### src/core/adcrr_pkg.sv
package adcrr_pkg;
    // Register byte offsets
    localparam logic [7:0]  RESULT_OFS     = 8'h00;
    localparam logic [7:0]  CONTROL_OFS    = 8'h04;
    localparam logic [7:0]  IRQ_STAT_OFS   = 8'h08;
    localparam logic [7:0]  IRQ_MASK_OFS   = 8'h0c;
    // Result register fields
    localparam int          VALID_BIT      = 21;
    localparam int          OVERRUN_BIT    = 20;
    localparam int          TAG_LSB        = 16;
    localparam int          TAG_W          = 4;
    localparam int          DATA_W         = 16;
    localparam int          SAMPLE_W       = 12;
    // Control register: alignment select
    localparam int          ALIGN_BIT      = 0;
    // Interrupt status bits
    localparam int          IRQ_W          = 2;
    localparam int          IRQ_DONE_BIT   = 0;
    localparam int          IRQ_OVR_BIT    = 1;
    // Reset values
    localparam logic [31:0] RESULT_RST     = 32'h0000_0000;
    localparam logic        ALIGN_RST      = 1'b0;
    localparam logic [1:0]  IRQ_RST        = 2'h0;

    typedef struct packed {
        logic                valid;
        logic                overrun;
        logic [TAG_W-1:0]    tag;
        logic [DATA_W-1:0]   data;
    } adcrr_result_s;

    typedef struct packed {
        logic                load;
        logic [TAG_W-1:0]    channel;
        logic [SAMPLE_W-1:0] sample;
    } adcrr_conv_s;

    typedef struct packed {
        adcrr_result_s       res;
        logic                align_left;
        logic [IRQ_W-1:0]    irq_stat;
        logic [IRQ_W-1:0]    irq_mask;
        logic [31:0]         prdata;
        logic                pslverr;
    } adcrr_state_s;
endpackage

### src/core/adcrr_result_reg.sv
// Local design decisions: the address map and register access over APB.
`timescale 1ns/10ps
// Notes on behaviour
// - Valid flag bit 21 set on load
// - Reading result clears valid flag
// - Overrun bit 20 set if unread result
// - Read clears overrun; writes ignored
// - Bits 19:16 give result channel number
// - Bits 15:0 carry 12-bit result
// - Software alignment choice places result
module adcrr_result_reg (
    input  wire logic                CLK_IN,          // 250 MHz clock
    input  wire logic                RST_B_IN,        // Async reset, low
    input  wire logic                PSEL_IN,         // APB select
    input  wire logic                PENABLE_IN,      // APB enable
    input  wire logic                PWRITE_IN,       // APB write
    input  wire logic [7:0]          PADDR_IN,        // APB byte address
    input  wire logic [31:0]         PWDATA_IN,       // APB write data
    output logic      [31:0]         PRDATA_OUT,      // APB read data
    output logic                     PREADY_OUT,      // APB ready
    output logic                     PSLVERR_OUT,     // APB error
    input  wire adcrr_pkg::adcrr_conv_s CONV_IN,      // Sequencer load
    output logic                     IRQ_OUT          // Interrupt level
);
    adcrr_pkg::adcrr_state_s state_q;
    adcrr_pkg::adcrr_state_s state_d;
    logic                    access;
    logic                    rd_result;
    logic                    wr;
    logic                    mapped;
    logic [adcrr_pkg::DATA_W-1:0] placed;
    logic [adcrr_pkg::IRQ_W-1:0]  irq_set;

    ////////////////////////////////////////////////////////////////////////////
    // Bus decode
    assign access    = PSEL_IN && PENABLE_IN;
    assign wr        = access && PWRITE_IN;
    assign rd_result = access && !PWRITE_IN && PADDR_IN == adcrr_pkg::RESULT_OFS;
    assign mapped    = PADDR_IN == adcrr_pkg::RESULT_OFS || PADDR_IN == adcrr_pkg::CONTROL_OFS
                    || PADDR_IN == adcrr_pkg::IRQ_STAT_OFS || PADDR_IN == adcrr_pkg::IRQ_MASK_OFS;

    // Left alignment puts the sample in the top 12 bits
    always_comb begin
        if (state_q.align_left) begin
            placed = {CONV_IN.sample, 4'h0};
        end else begin
            placed = {4'h0, CONV_IN.sample};
        end
    end

    ////////////////////////////////////////////////////////////////////////////
    // Next state
    always_comb begin
        state_d         = state_q;
        state_d.prdata  = 32'h0000_0000;
        state_d.pslverr = 1'b0;
        irq_set         = '0;
        if (rd_result) begin
            state_d.res.valid   = 1'b0;
            state_d.res.overrun = 1'b0;
        end
        if (CONV_IN.load) begin
            state_d.res.overrun = state_q.res.valid;
            state_d.res.valid   = 1'b1;
            state_d.res.tag     = CONV_IN.channel;
            state_d.res.data    = placed;
            irq_set[adcrr_pkg::IRQ_DONE_BIT] = 1'b1;
            if (state_q.res.valid) begin
                irq_set[adcrr_pkg::IRQ_OVR_BIT] = 1'b1;
            end
        end
        state_d.irq_stat = state_q.irq_stat | irq_set;
        if (access && !PWRITE_IN) begin
            unique case (PADDR_IN)
                adcrr_pkg::RESULT_OFS:   state_d.prdata = {10'h000, state_q.res};
                adcrr_pkg::CONTROL_OFS:  state_d.prdata = {31'h0, state_q.align_left};
                adcrr_pkg::IRQ_STAT_OFS: state_d.prdata = {30'h0, state_q.irq_stat};
                adcrr_pkg::IRQ_MASK_OFS: state_d.prdata = {30'h0, state_q.irq_mask};
                default:                 state_d.pslverr = 1'b1;
            endcase
        end
        if (wr) begin
            // Result register ignores writes
            if (PADDR_IN == adcrr_pkg::CONTROL_OFS) begin
                state_d.align_left = PWDATA_IN[adcrr_pkg::ALIGN_BIT];
            end
            if (PADDR_IN == adcrr_pkg::IRQ_MASK_OFS) begin
                state_d.irq_mask = PWDATA_IN[adcrr_pkg::IRQ_W-1:0];
            end
            if (PADDR_IN == adcrr_pkg::IRQ_STAT_OFS) begin
                // Set from a same-cycle event wins over the clear
                state_d.irq_stat = (state_q.irq_stat & ~PWDATA_IN[adcrr_pkg::IRQ_W-1:0])
                                 | irq_set;
            end
            if (!mapped) begin
                state_d.pslverr = 1'b1;
            end
        end
    end

    always_ff @(posedge CLK_IN or negedge RST_B_IN) begin
        if (!RST_B_IN) begin
            state_q <= '{res: adcrr_pkg::RESULT_RST[21:0], align_left: adcrr_pkg::ALIGN_RST,
                         irq_stat: adcrr_pkg::IRQ_RST, irq_mask: adcrr_pkg::IRQ_RST,
                         prdata: 32'h0000_0000, pslverr: 1'b0};
        end else begin
            state_q <= state_d;
        end
    end

    ////////////////////////////////////////////////////////////////////////////
    // Outputs: zero-wait APB, read data driven combinationally from state_q during access
    assign PREADY_OUT  = 1'b1;
    assign PRDATA_OUT  = rd_data_now();
    assign PSLVERR_OUT = access && !mapped;
    assign IRQ_OUT     = |(state_q.irq_stat & state_q.irq_mask);

    function automatic logic [31:0] rd_data_now();
        logic [31:0] v;
        v = 32'h0000_0000;
        if (access && !PWRITE_IN) begin
            if (PADDR_IN == adcrr_pkg::RESULT_OFS) begin
                v = {10'h000, state_q.res};
            end else if (PADDR_IN == adcrr_pkg::CONTROL_OFS) begin
                v = {31'h0, state_q.align_left};
            end else if (PADDR_IN == adcrr_pkg::IRQ_STAT_OFS) begin
                v = {30'h0, state_q.irq_stat};
            end else if (PADDR_IN == adcrr_pkg::IRQ_MASK_OFS) begin
                v = {30'h0, state_q.irq_mask};
            end
        end
        return v;
    endfunction

    ////////////////////////////////////////////////////////////////////////////
    // Checks
    a_load_sets_valid: assert property (@(posedge CLK_IN) disable iff (!RST_B_IN)
        CONV_IN.load |=> state_q.res.valid)
        else $error("valid not set after load");
    a_read_clears_valid: assert property (@(posedge CLK_IN) disable iff (!RST_B_IN)
        rd_result && !CONV_IN.load |=> !state_q.res.valid)
        else $error("valid not cleared by read");
    a_overrun_set: assert property (@(posedge CLK_IN) disable iff (!RST_B_IN)
        CONV_IN.load && state_q.res.valid |=> state_q.res.overrun)
        else $error("overrun missed");
    a_overrun_clear: assert property (@(posedge CLK_IN) disable iff (!RST_B_IN)
        rd_result && !CONV_IN.load |=> !state_q.res.overrun)
        else $error("overrun not cleared by read");
    a_tag_loaded: assert property (@(posedge CLK_IN) disable iff (!RST_B_IN)
        CONV_IN.load |=> state_q.res.tag == $past(CONV_IN.channel))
        else $error("channel tag wrong");
    a_data_right: assert property (@(posedge CLK_IN) disable iff (!RST_B_IN)
        CONV_IN.load && !state_q.align_left |=> state_q.res.data == {4'h0, $past(CONV_IN.sample)})
        else $error("right aligned data wrong");
    a_data_left: assert property (@(posedge CLK_IN) disable iff (!RST_B_IN)
        CONV_IN.load && state_q.align_left |=> state_q.res.data == {$past(CONV_IN.sample), 4'h0})
        else $error("left aligned data wrong");
    a_reserved_zero: assert property (@(posedge CLK_IN) disable iff (!RST_B_IN)
        rd_result |-> PRDATA_OUT[31:22] == 10'h000)
        else $error("reserved bits not zero");
    a_load_wins: assert property (@(posedge CLK_IN) disable iff (!RST_B_IN)
        rd_result && CONV_IN.load |=> state_q.res.valid)
        else $error("read beat load");
    a_irq_level: assert property (@(posedge CLK_IN) disable iff (!RST_B_IN)
        CONV_IN.load && state_q.irq_mask[adcrr_pkg::IRQ_DONE_BIT] |=> IRQ_OUT)
        else $error("irq level wrong");

    // Bus response
    a_err_mapped: assert property (@(posedge CLK_IN) disable iff (!RST_B_IN)
        access && mapped |-> !PSLVERR_OUT)
        else $error("error on mapped access");

    a_err_unmapped: assert property (@(posedge CLK_IN) disable iff (!RST_B_IN)
        access && !mapped |-> PSLVERR_OUT)
        else $error("no error on unmapped access");

    a_err_idle: assert property (@(posedge CLK_IN) disable iff (!RST_B_IN)
        !access |-> !PSLVERR_OUT)
        else $error("error outside access");

    a_rdata_idle: assert property (@(posedge CLK_IN) disable iff (!RST_B_IN)
        !access |-> PRDATA_OUT == 32'h0000_0000)
        else $error("read data outside access");

    a_rdata_write: assert property (@(posedge CLK_IN) disable iff (!RST_B_IN)
        wr |-> PRDATA_OUT == 32'h0000_0000)
        else $error("read data on write");

    a_unmapped_zero: assert property (@(posedge CLK_IN) disable iff (!RST_B_IN)
        access && !PWRITE_IN && !mapped |-> PRDATA_OUT == 32'h0000_0000)
        else $error("unmapped read data not zero");

    // Result read fields
    a_valid_rd: assert property (@(posedge CLK_IN) disable iff (!RST_B_IN)
        rd_result |-> PRDATA_OUT[adcrr_pkg::VALID_BIT] == state_q.res.valid)
        else $error("valid bit misplaced");

    a_overrun_rd: assert property (@(posedge CLK_IN) disable iff (!RST_B_IN)
        rd_result |-> PRDATA_OUT[adcrr_pkg::OVERRUN_BIT] == state_q.res.overrun)
        else $error("overrun bit misplaced");

    a_tag_rd: assert property (@(posedge CLK_IN) disable iff (!RST_B_IN)
        rd_result |-> PRDATA_OUT[19:16] == state_q.res.tag)
        else $error("tag bits misplaced");

    a_data_rd: assert property (@(posedge CLK_IN) disable iff (!RST_B_IN)
        rd_result |-> PRDATA_OUT[15:0] == state_q.res.data)
        else $error("data bits misplaced");

    // Result state
    a_valid_holds: assert property (@(posedge CLK_IN) disable iff (!RST_B_IN)
        !CONV_IN.load && !rd_result |=> state_q.res.valid == $past(state_q.res.valid))
        else $error("valid changed without cause");

    a_overrun_holds: assert property (@(posedge CLK_IN) disable iff (!RST_B_IN)
        !CONV_IN.load && !rd_result |=> state_q.res.overrun == $past(state_q.res.overrun))
        else $error("overrun changed without cause");

    a_tag_holds: assert property (@(posedge CLK_IN) disable iff (!RST_B_IN)
        !CONV_IN.load |=> $stable(state_q.res.tag))
        else $error("tag changed without load");

    a_data_holds: assert property (@(posedge CLK_IN) disable iff (!RST_B_IN)
        !CONV_IN.load |=> $stable(state_q.res.data))
        else $error("data changed without load");

    a_overrun_none: assert property (@(posedge CLK_IN) disable iff (!RST_B_IN)
        CONV_IN.load && !state_q.res.valid |=> !state_q.res.overrun)
        else $error("overrun set without unread data");

    a_ovr_needs_valid: assert property (@(posedge CLK_IN) disable iff (!RST_B_IN)
        state_q.res.overrun |-> state_q.res.valid)
        else $error("overrun without valid");

    a_valid_rise: assert property (@(posedge CLK_IN) disable iff (!RST_B_IN)
        $rose(state_q.res.valid) |-> $past(CONV_IN.load))
        else $error("valid rose without load");

    a_overrun_rise: assert property (@(posedge CLK_IN) disable iff (!RST_B_IN)
        $rose(state_q.res.overrun) |-> $past(CONV_IN.load))
        else $error("overrun rose without load");

    a_valid_fall: assert property (@(posedge CLK_IN) disable iff (!RST_B_IN)
        $fell(state_q.res.valid) |-> $past(rd_result))
        else $error("valid fell without read");

    a_overrun_fall: assert property (@(posedge CLK_IN) disable iff (!RST_B_IN)
        $fell(state_q.res.overrun) |-> $past(rd_result))
        else $error("overrun fell without read");

    a_result_ro: assert property (@(posedge CLK_IN) disable iff (!RST_B_IN)
        wr && PADDR_IN == adcrr_pkg::RESULT_OFS && !CONV_IN.load |=> $stable(state_q.res))
        else $error("result register written");

    a_right_top_zero: assert property (@(posedge CLK_IN) disable iff (!RST_B_IN)
        CONV_IN.load && !state_q.align_left |=> state_q.res.data[15:12] == 4'h0)
        else $error("right aligned top not zero");

    a_left_low_zero: assert property (@(posedge CLK_IN) disable iff (!RST_B_IN)
        CONV_IN.load && state_q.align_left |=> state_q.res.data[3:0] == 4'h0)
        else $error("left aligned low not zero");

    a_collide_ovr: assert property (@(posedge CLK_IN) disable iff (!RST_B_IN)
        rd_result && CONV_IN.load && state_q.res.valid |=> state_q.res.overrun)
        else $error("overrun lost on collision");

    a_collide_tag: assert property (@(posedge CLK_IN) disable iff (!RST_B_IN)
        rd_result && CONV_IN.load |=> state_q.res.tag == $past(CONV_IN.channel))
        else $error("tag lost on collision");

    a_collide_data: assert property (@(posedge CLK_IN) disable iff (!RST_B_IN)
        rd_result && CONV_IN.load |=> state_q.res.data != 16'h0000 || $past(CONV_IN.sample) == 12'h000)
        else $error("data lost on collision");

    // Control and interrupt registers
    a_align_write: assert property (@(posedge CLK_IN) disable iff (!RST_B_IN)
        wr && PADDR_IN == adcrr_pkg::CONTROL_OFS
        |=> state_q.align_left == $past(PWDATA_IN[adcrr_pkg::ALIGN_BIT]))
        else $error("alignment write lost");

    a_align_holds: assert property (@(posedge CLK_IN) disable iff (!RST_B_IN)
        !(wr && PADDR_IN == adcrr_pkg::CONTROL_OFS) |=> $stable(state_q.align_left))
        else $error("alignment changed without write");

    a_ctrl_read: assert property (@(posedge CLK_IN) disable iff (!RST_B_IN)
        access && !PWRITE_IN && PADDR_IN == adcrr_pkg::CONTROL_OFS
        |-> PRDATA_OUT == {31'h0, state_q.align_left})
        else $error("control read wrong");

    a_mask_write: assert property (@(posedge CLK_IN) disable iff (!RST_B_IN)
        wr && PADDR_IN == adcrr_pkg::IRQ_MASK_OFS
        |=> state_q.irq_mask == $past(PWDATA_IN[adcrr_pkg::IRQ_W-1:0]))
        else $error("mask write lost");

    a_mask_holds: assert property (@(posedge CLK_IN) disable iff (!RST_B_IN)
        !(wr && PADDR_IN == adcrr_pkg::IRQ_MASK_OFS) |=> $stable(state_q.irq_mask))
        else $error("mask changed without write");

    a_mask_read: assert property (@(posedge CLK_IN) disable iff (!RST_B_IN)
        access && !PWRITE_IN && PADDR_IN == adcrr_pkg::IRQ_MASK_OFS
        |-> PRDATA_OUT == {30'h0, state_q.irq_mask})
        else $error("mask read wrong");

    a_stat_read: assert property (@(posedge CLK_IN) disable iff (!RST_B_IN)
        access && !PWRITE_IN && PADDR_IN == adcrr_pkg::IRQ_STAT_OFS
        |-> PRDATA_OUT == {30'h0, state_q.irq_stat})
        else $error("status read wrong");

    a_done_set: assert property (@(posedge CLK_IN) disable iff (!RST_B_IN)
        CONV_IN.load |=> state_q.irq_stat[adcrr_pkg::IRQ_DONE_BIT])
        else $error("done status not set");

    a_ovr_stat_set: assert property (@(posedge CLK_IN) disable iff (!RST_B_IN)
        CONV_IN.load && state_q.res.valid |=> state_q.irq_stat[adcrr_pkg::IRQ_OVR_BIT])
        else $error("overrun status not set");

    a_stat_clear: assert property (@(posedge CLK_IN) disable iff (!RST_B_IN)
        wr && PADDR_IN == adcrr_pkg::IRQ_STAT_OFS && !CONV_IN.load
        |=> (state_q.irq_stat & $past(PWDATA_IN[adcrr_pkg::IRQ_W-1:0])) == 2'h0)
        else $error("status not cleared");

    a_stat_set_wins: assert property (@(posedge CLK_IN) disable iff (!RST_B_IN)
        wr && PADDR_IN == adcrr_pkg::IRQ_STAT_OFS && CONV_IN.load
        |=> state_q.irq_stat[adcrr_pkg::IRQ_DONE_BIT])
        else $error("clear beat status set");

    a_stat_holds: assert property (@(posedge CLK_IN) disable iff (!RST_B_IN)
        !CONV_IN.load && !(wr && PADDR_IN == adcrr_pkg::IRQ_STAT_OFS)
        |=> $stable(state_q.irq_stat))
        else $error("status changed without cause");

    a_stat_rise: assert property (@(posedge CLK_IN) disable iff (!RST_B_IN)
        $rose(state_q.irq_stat[adcrr_pkg::IRQ_DONE_BIT]) |-> $past(CONV_IN.load))
        else $error("done status rose without load");

    a_irq_masked: assert property (@(posedge CLK_IN) disable iff (!RST_B_IN)
        state_q.irq_mask == 2'h0 |-> !IRQ_OUT)
        else $error("irq with all masked");

    a_irq_clear: assert property (@(posedge CLK_IN) disable iff (!RST_B_IN)
        state_q.irq_stat == 2'h0 |-> !IRQ_OUT)
        else $error("irq with no status");

    c_overrun: cover property (@(posedge CLK_IN) disable iff (!RST_B_IN)
        CONV_IN.load && state_q.res.valid);
    c_read_after_load: cover property (@(posedge CLK_IN) disable iff (!RST_B_IN)
        CONV_IN.load ##[1:20] rd_result);
    c_collide: cover property (@(posedge CLK_IN) disable iff (!RST_B_IN)
        CONV_IN.load && rd_result);
    c_irq: cover property (@(posedge CLK_IN) disable iff (!RST_B_IN) $rose(IRQ_OUT));
    c_left_load: cover property (@(posedge CLK_IN) disable iff (!RST_B_IN)
        CONV_IN.load && state_q.align_left);
endmodule

### config.mk
export PLATFORM = sky130hd
export DESIGN_NAME = adcrr_result_reg
export DESIGN_NICKNAME = d
export VERILOG_FILES = /design/src/core/adcrr_pkg.sv /design/src/core/adcrr_result_reg.sv
export SDC_FILE = /design/constraint.sdc
export NUM_CORES = 1
export LEC_CHECK = 0
export BUFFER_PORTS_ARGS = -buffer_cell sky130_fd_sc_hd__buf_4
export CORE_ASPECT_RATIO = 1.4
export CORE_MARGIN = 4
export CORE_UTILIZATION = 27
export CTS_CLUSTER_DIAMETER = 200
export DETAILED_ROUTE_END_ITERATION = 16
export SLEW_MARGIN = 25
export SYNTH_ARGS = -nofsm -noshare
export SYNTH_HDL_FRONTEND = slang
export SYNTH_SLANG_ARGS = --single-unit
### constraint.sdc
create_clock -name CLK_IN -period 5 [get_ports CLK_IN]
set_input_delay 1 -clock CLK_IN [delete_from_list [all_inputs] [get_ports CLK_IN]]
set_output_delay 1 -clock CLK_IN [all_outputs]
set_load 0.01 [all_outputs]
# Yosys cells after proc, flatten, opt, wreduce, memory -nomap -nowiden
# Index checks and enable logic that the tools add are counted.
[classes]
mux = 13
reduce_logical = 15
eq_ne = 3
bitwise_logic = 5
[op_table]
columns = ["op", "n"]
rows = [
  ["22-bit 2-to-1 mux", 3],
  ["8-bit by 4-bit == test with 1-bit output (second input constant)", 2],
  ["16-bit 2-to-1 mux", 1],
  ["2-bit 2-to-1 mux", 7],
  ["8-bit by 3-bit == test with 1-bit output (second input constant)", 1],
  ["8-bit logical NOT", 1],
  ["1-bit logical AND", 5],
  ["2-bit AND", 2],
  ["4-bit 2-to-1 mux", 1],
  ["2-bit OR", 2],
  ["2-bit AND reduction", 2],
  ["1-bit logical OR", 3],
  ["1-bit logical NOT", 2],
  ["2-bit inverter", 1],
  ["2-bit nonzero test", 1],
  ["2-bit OR reduction", 1],
  ["1-bit 2-to-1 mux", 1],
]
[word_totals]
input_bits = 62
register_bits = 27

# Longest topological paths before layout
[depth]
ltp_word = 6
mapped_depth = 6
mapped_depth_nobuf = 3

# Least setup slack after synthesis
# Ideal clock, no wire load.
[synth_timing]
path_kind = "input port to output port"
start = "input port PADDR_IN[2]"
end = "output port PRDATA_OUT[10]"
setup_slack_ps = 1889
t_arrival_ps = 2111
path_stages = 6
n_path_buf = 3
t_required_ps = 4000
path_cell_list = "clkbuf_2 -> or3_1 -> buf_2 -> nor3_4 -> buf_6 -> and2_1"
[synth_between]
elab_chain_len = 3
[synth_lines]
columns = ["item", "line", "source"]
rows = [
  ["start, declared", "adcrr_result_reg.sv:17", "input wire logic [7:0] PADDR_IN,"],
  ["8-bit logical NOT", "--", ""],
  ["22-bit 2-to-1 mux", "adcrr_result_reg.sv:122", "if (PADDR_IN == adcrr_pkg::RESULT_OFS) begin"],
  ["22-bit 2-to-1 mux", "adcrr_result_reg.sv:121", "if (access && !PWRITE_IN) begin"],
  ["end, declared", "adcrr_result_reg.sv:19", "output logic [31:0] PRDATA_OUT,"],
]
# Every way passes these cells.

# Worst setup path in the final report
[layout_timing]
start = "input port PADDR_IN[7]"
end = "output port PRDATA_OUT[13]"
# The elaborated chain is that of the path after synthesis.

==> results.md <==
- Number of synthesized flops with an enable pin: 0
- HPWL after detailed placement: 2.77 mm
- Drt first-iter violations: 56
- Largest family of logic cells by synthesized area: simple AND/OR/NAND/NOR gates
- Adder-Cell Fraction of Synth Area: 0
- Die X-Extent: 71.4 um
- Die Ht: 96.7 um
- Fmax: 0.283 GHz
- Worst Path Arrival: 2.54 ns
- Final setup vio count: 0
- Yosys top cell area share: 0.445
- Synth async-reset ratio: 1.00
- Worst-case clock buffer depth: 2
- CTS Sinks: 27
- CP Class: primary input to primary output
- Remaining antenna violation count: 0
- Biggest register: state_q
- Area growth syn-to-layout: 29.6%
- Vias: 1213
- Vias in the first global route: 1266
- Flip-flop count of the largest register after layout: 27
- CTS Buf Count: 3
- Crit path largest cell delay: 0.57 ns
- Initial antenna violation count: 0
- Layout cells sized above 1: 0.351
- Cell breakdown of the critical path: buf_4, nor4bb_1, nand2_1, nor3_1, buf_4
- Pin count of the biggest net entering global routing: 42
- # port buffers: 55
- Mux contribution to synthesized area: 0.126
- Fin. max-slew vios: 0
- WL/cell: 13.3 um
- Sequential Area: 676 um^2
- Syn avg cell area: 9.86 um^2
- Final Skew: 0.00507 ns
- Cells on Worst Hold Path: 1
- Status: completed
- Setup TNS: 0 ns
- Yosys warns: 0
- CP required: 4.00 ns
- Post-route cell area: 1970 um^2
- Core ar.: 5490 um^2
- FP Rows: 32
- Min-delay worst type: flip-flop to flip-flop
- Max-cap violations: 0
- Nets: 265
- Grt ovf: 0
- FF-to-FF path depth: 2
- Initial Utilization: 0.277
- Final hold viol count: 0
- Synth Area in Simple Gates: 0.228
- Total GRT Usage: 0.105
- Critical Path Most Common Cell: buf_4
- Post-synthesis xor/xnor area fraction: 0
- Clock-pin transition on the worst setup and hold timing paths: 0.09 ns
- Syn Inst Count: 154
- Largest cells by area after synthesis: dfrtp_1 44%, mux2i_1 5.9%, and2_1 5.8%
- Cts-stage hold buffer count: 0
- Post-synthesis sequential area ratio: 0.445
- Synth Flop Type: dfrtp_1
- CTS tree: built
- Die ar.: 6910 um^2
- CTS H-tree depth: 1
- Worst-margin pin slew: 0.688 ns
- VDD IR max: 0.0000788 V
- Routed WL: 3.59 mm
- First-pass GRT wire length: 5.87 mm
- Area occupied by multi-input gates: 716 um^2
- Pwr per Cell Area: 214 nW/um^2
- Clock Latency Late Sink: 0.27 ns
- Crit start category: primary input
- Resized cells post-CTS: 0
- Static leakage: 0.899 nW
- Synth unique cells: 36
- Mapped Area: 1520 um^2
- Crit Path Max Fanout: 9
- # diodes: 0
- Area leader, netlist: dfrtp_1
- Biggest regs: state_q x27
- Final Wtd Congestion: 0.754
- CP Capture Type: primary output
- Drt drc: 0
- Flop and latch count out of synthesis: 27
- CP max stage cell: nor4bb_1
- Compound-Gate Fraction of Synth Area: 0.0898
- Tmin final: 3.54 ns
- Pre-antenna DRT Iters: 4
- Layout filler cell count: 564
- Fin crit share: 0.707
- Slew margin rel.: 0.542
- # IOs: 97
- Placed Area: 1920 um^2
- Setup Fix Bufs, Post-CTS: 0
- Root buffer cell: clkbuf_8
- RSZ-0062 raised after global routing: false
- Via-to-Cell Ratio: 4.49
-- synth_stat cells, types with 2 or more instances --
| cell type | instances |
|---|---|
| nand4_1 | 3 |
| mux2_2 | 7 |
| nor3_1 | 8 |
| mux2i_1 | 9 |
| conb_1 | 2 |
| and2_1 | 14 |
| a22o_1 | 2 |
| clkbuf_1 | 3 |
| buf_1 | 2 |
| dfrtp_1 | 27 |
| buf_4 | 11 |
| o21ai_0 | 9 |
| buf_2 | 2 |
| nor2b_1 | 2 |
| nand3_1 | 5 |
| nand2_1 | 3 |
| nor2_1 | 8 |
| inv_1 | 9 |
| a21oi_1 | 8 |
| nand3b_1 | 4 |
-- final timing paths --
kind	slack, ns	to	startpoint
setup reg to reg	3.71	state_q[45]	state_q[37]
hold / removal	0.51	state_q[56]	state_q[56]
setup / recovery	1.46	PRDATA_OUT[13]	PADDR_IN[7]
hold reg to reg	0.51	state_q[56]	state_q[56]
min in group asynchronous	0.63	state_q[41]	RST_B_IN
max in group asynchronous	4.11	state_q[47]	RST_B_IN
-- worst max-delay path: cells and delay by family --
family / cells / cell delay, ns
simple gates: 3 / 1.24
buf+inv: 2 / 0.29
-- final cells by class --
| type | count | area share |
|---|---|---|
| clock buffer | 4 | 0.0229 |
| inverter | 9 | 0.0172 |
| multi-input combinational | 107 | 0.364 |
| sequential | 27 | 0.343 |
| tap | 68 | 0.0432 |
| timing repair buffer | 55 | 0.210 |
-- report_power, final --
| part | leakage, nW | switching, W | internal, W | total (W) |
|---|---|---|---|---|
| logic | 0.557 | 0.0000311 | 0.0000311 | 0.0000622 |
| registers | 0.319 | 0.00000622 | 0.000231 | 0.000237 |
| clock network | 0.0228 | 0.0000649 | 0.0000570 | 0.000122 |
-- cell families after synthesis --
logic type / after synthesis
other: 2
AOI/OAI and AO/OA: 23
muxes: 17
DFF: 27
and+or+nand+nor: 56
buffers and inverters: 29
-- metrics by stage --
step	setup WS (ns)	cells	utilization	hold slack (ns)	total power [W]
final	1.46	270	0.359	0.506	0.000422
after global routing	1.35	270	0.359	0.537	0.000447
after CTS	1.40	270	0.359	0.514	0.000431
after detailed placement	1.40	266	0.351	0.492	0.000305
after global placement	1.41	266	0.351	0.483	0.000304
after floorplan	1.89	163	-	0.468	0.000278
-- layout by cell type (no fill, tap or decap), types with 2 or more instances in the layout --
cell type,count
clkbuf_8,3
o21ai_0,9
buf_4,55
inv_1,9
nor3_1,8
nand3b_1,4
mux2_2,7
nor2_1,8
mux2i_1,9
conb_1,11
nand2_1,3
nor2b_1,2
a21oi_1,8
and2_1,14
a22o_1,2
dfrtp_1,27
nand4_1,3
nand3_1,5
-- metal layers --
layer | global-route usage | part of all wire | vias to the layer above
li1 | - | - | 600
met1 | 0.129 | 0.40 | 574
met2 | 0.176 | 0.53 | 37
met3 | 0.0198 | 0.059 | 2
met4 | 0.0434 | 0.013 | 0
met5 | 0 | 0 | -
Note: power is estimated with default switching activity, not from simulation.
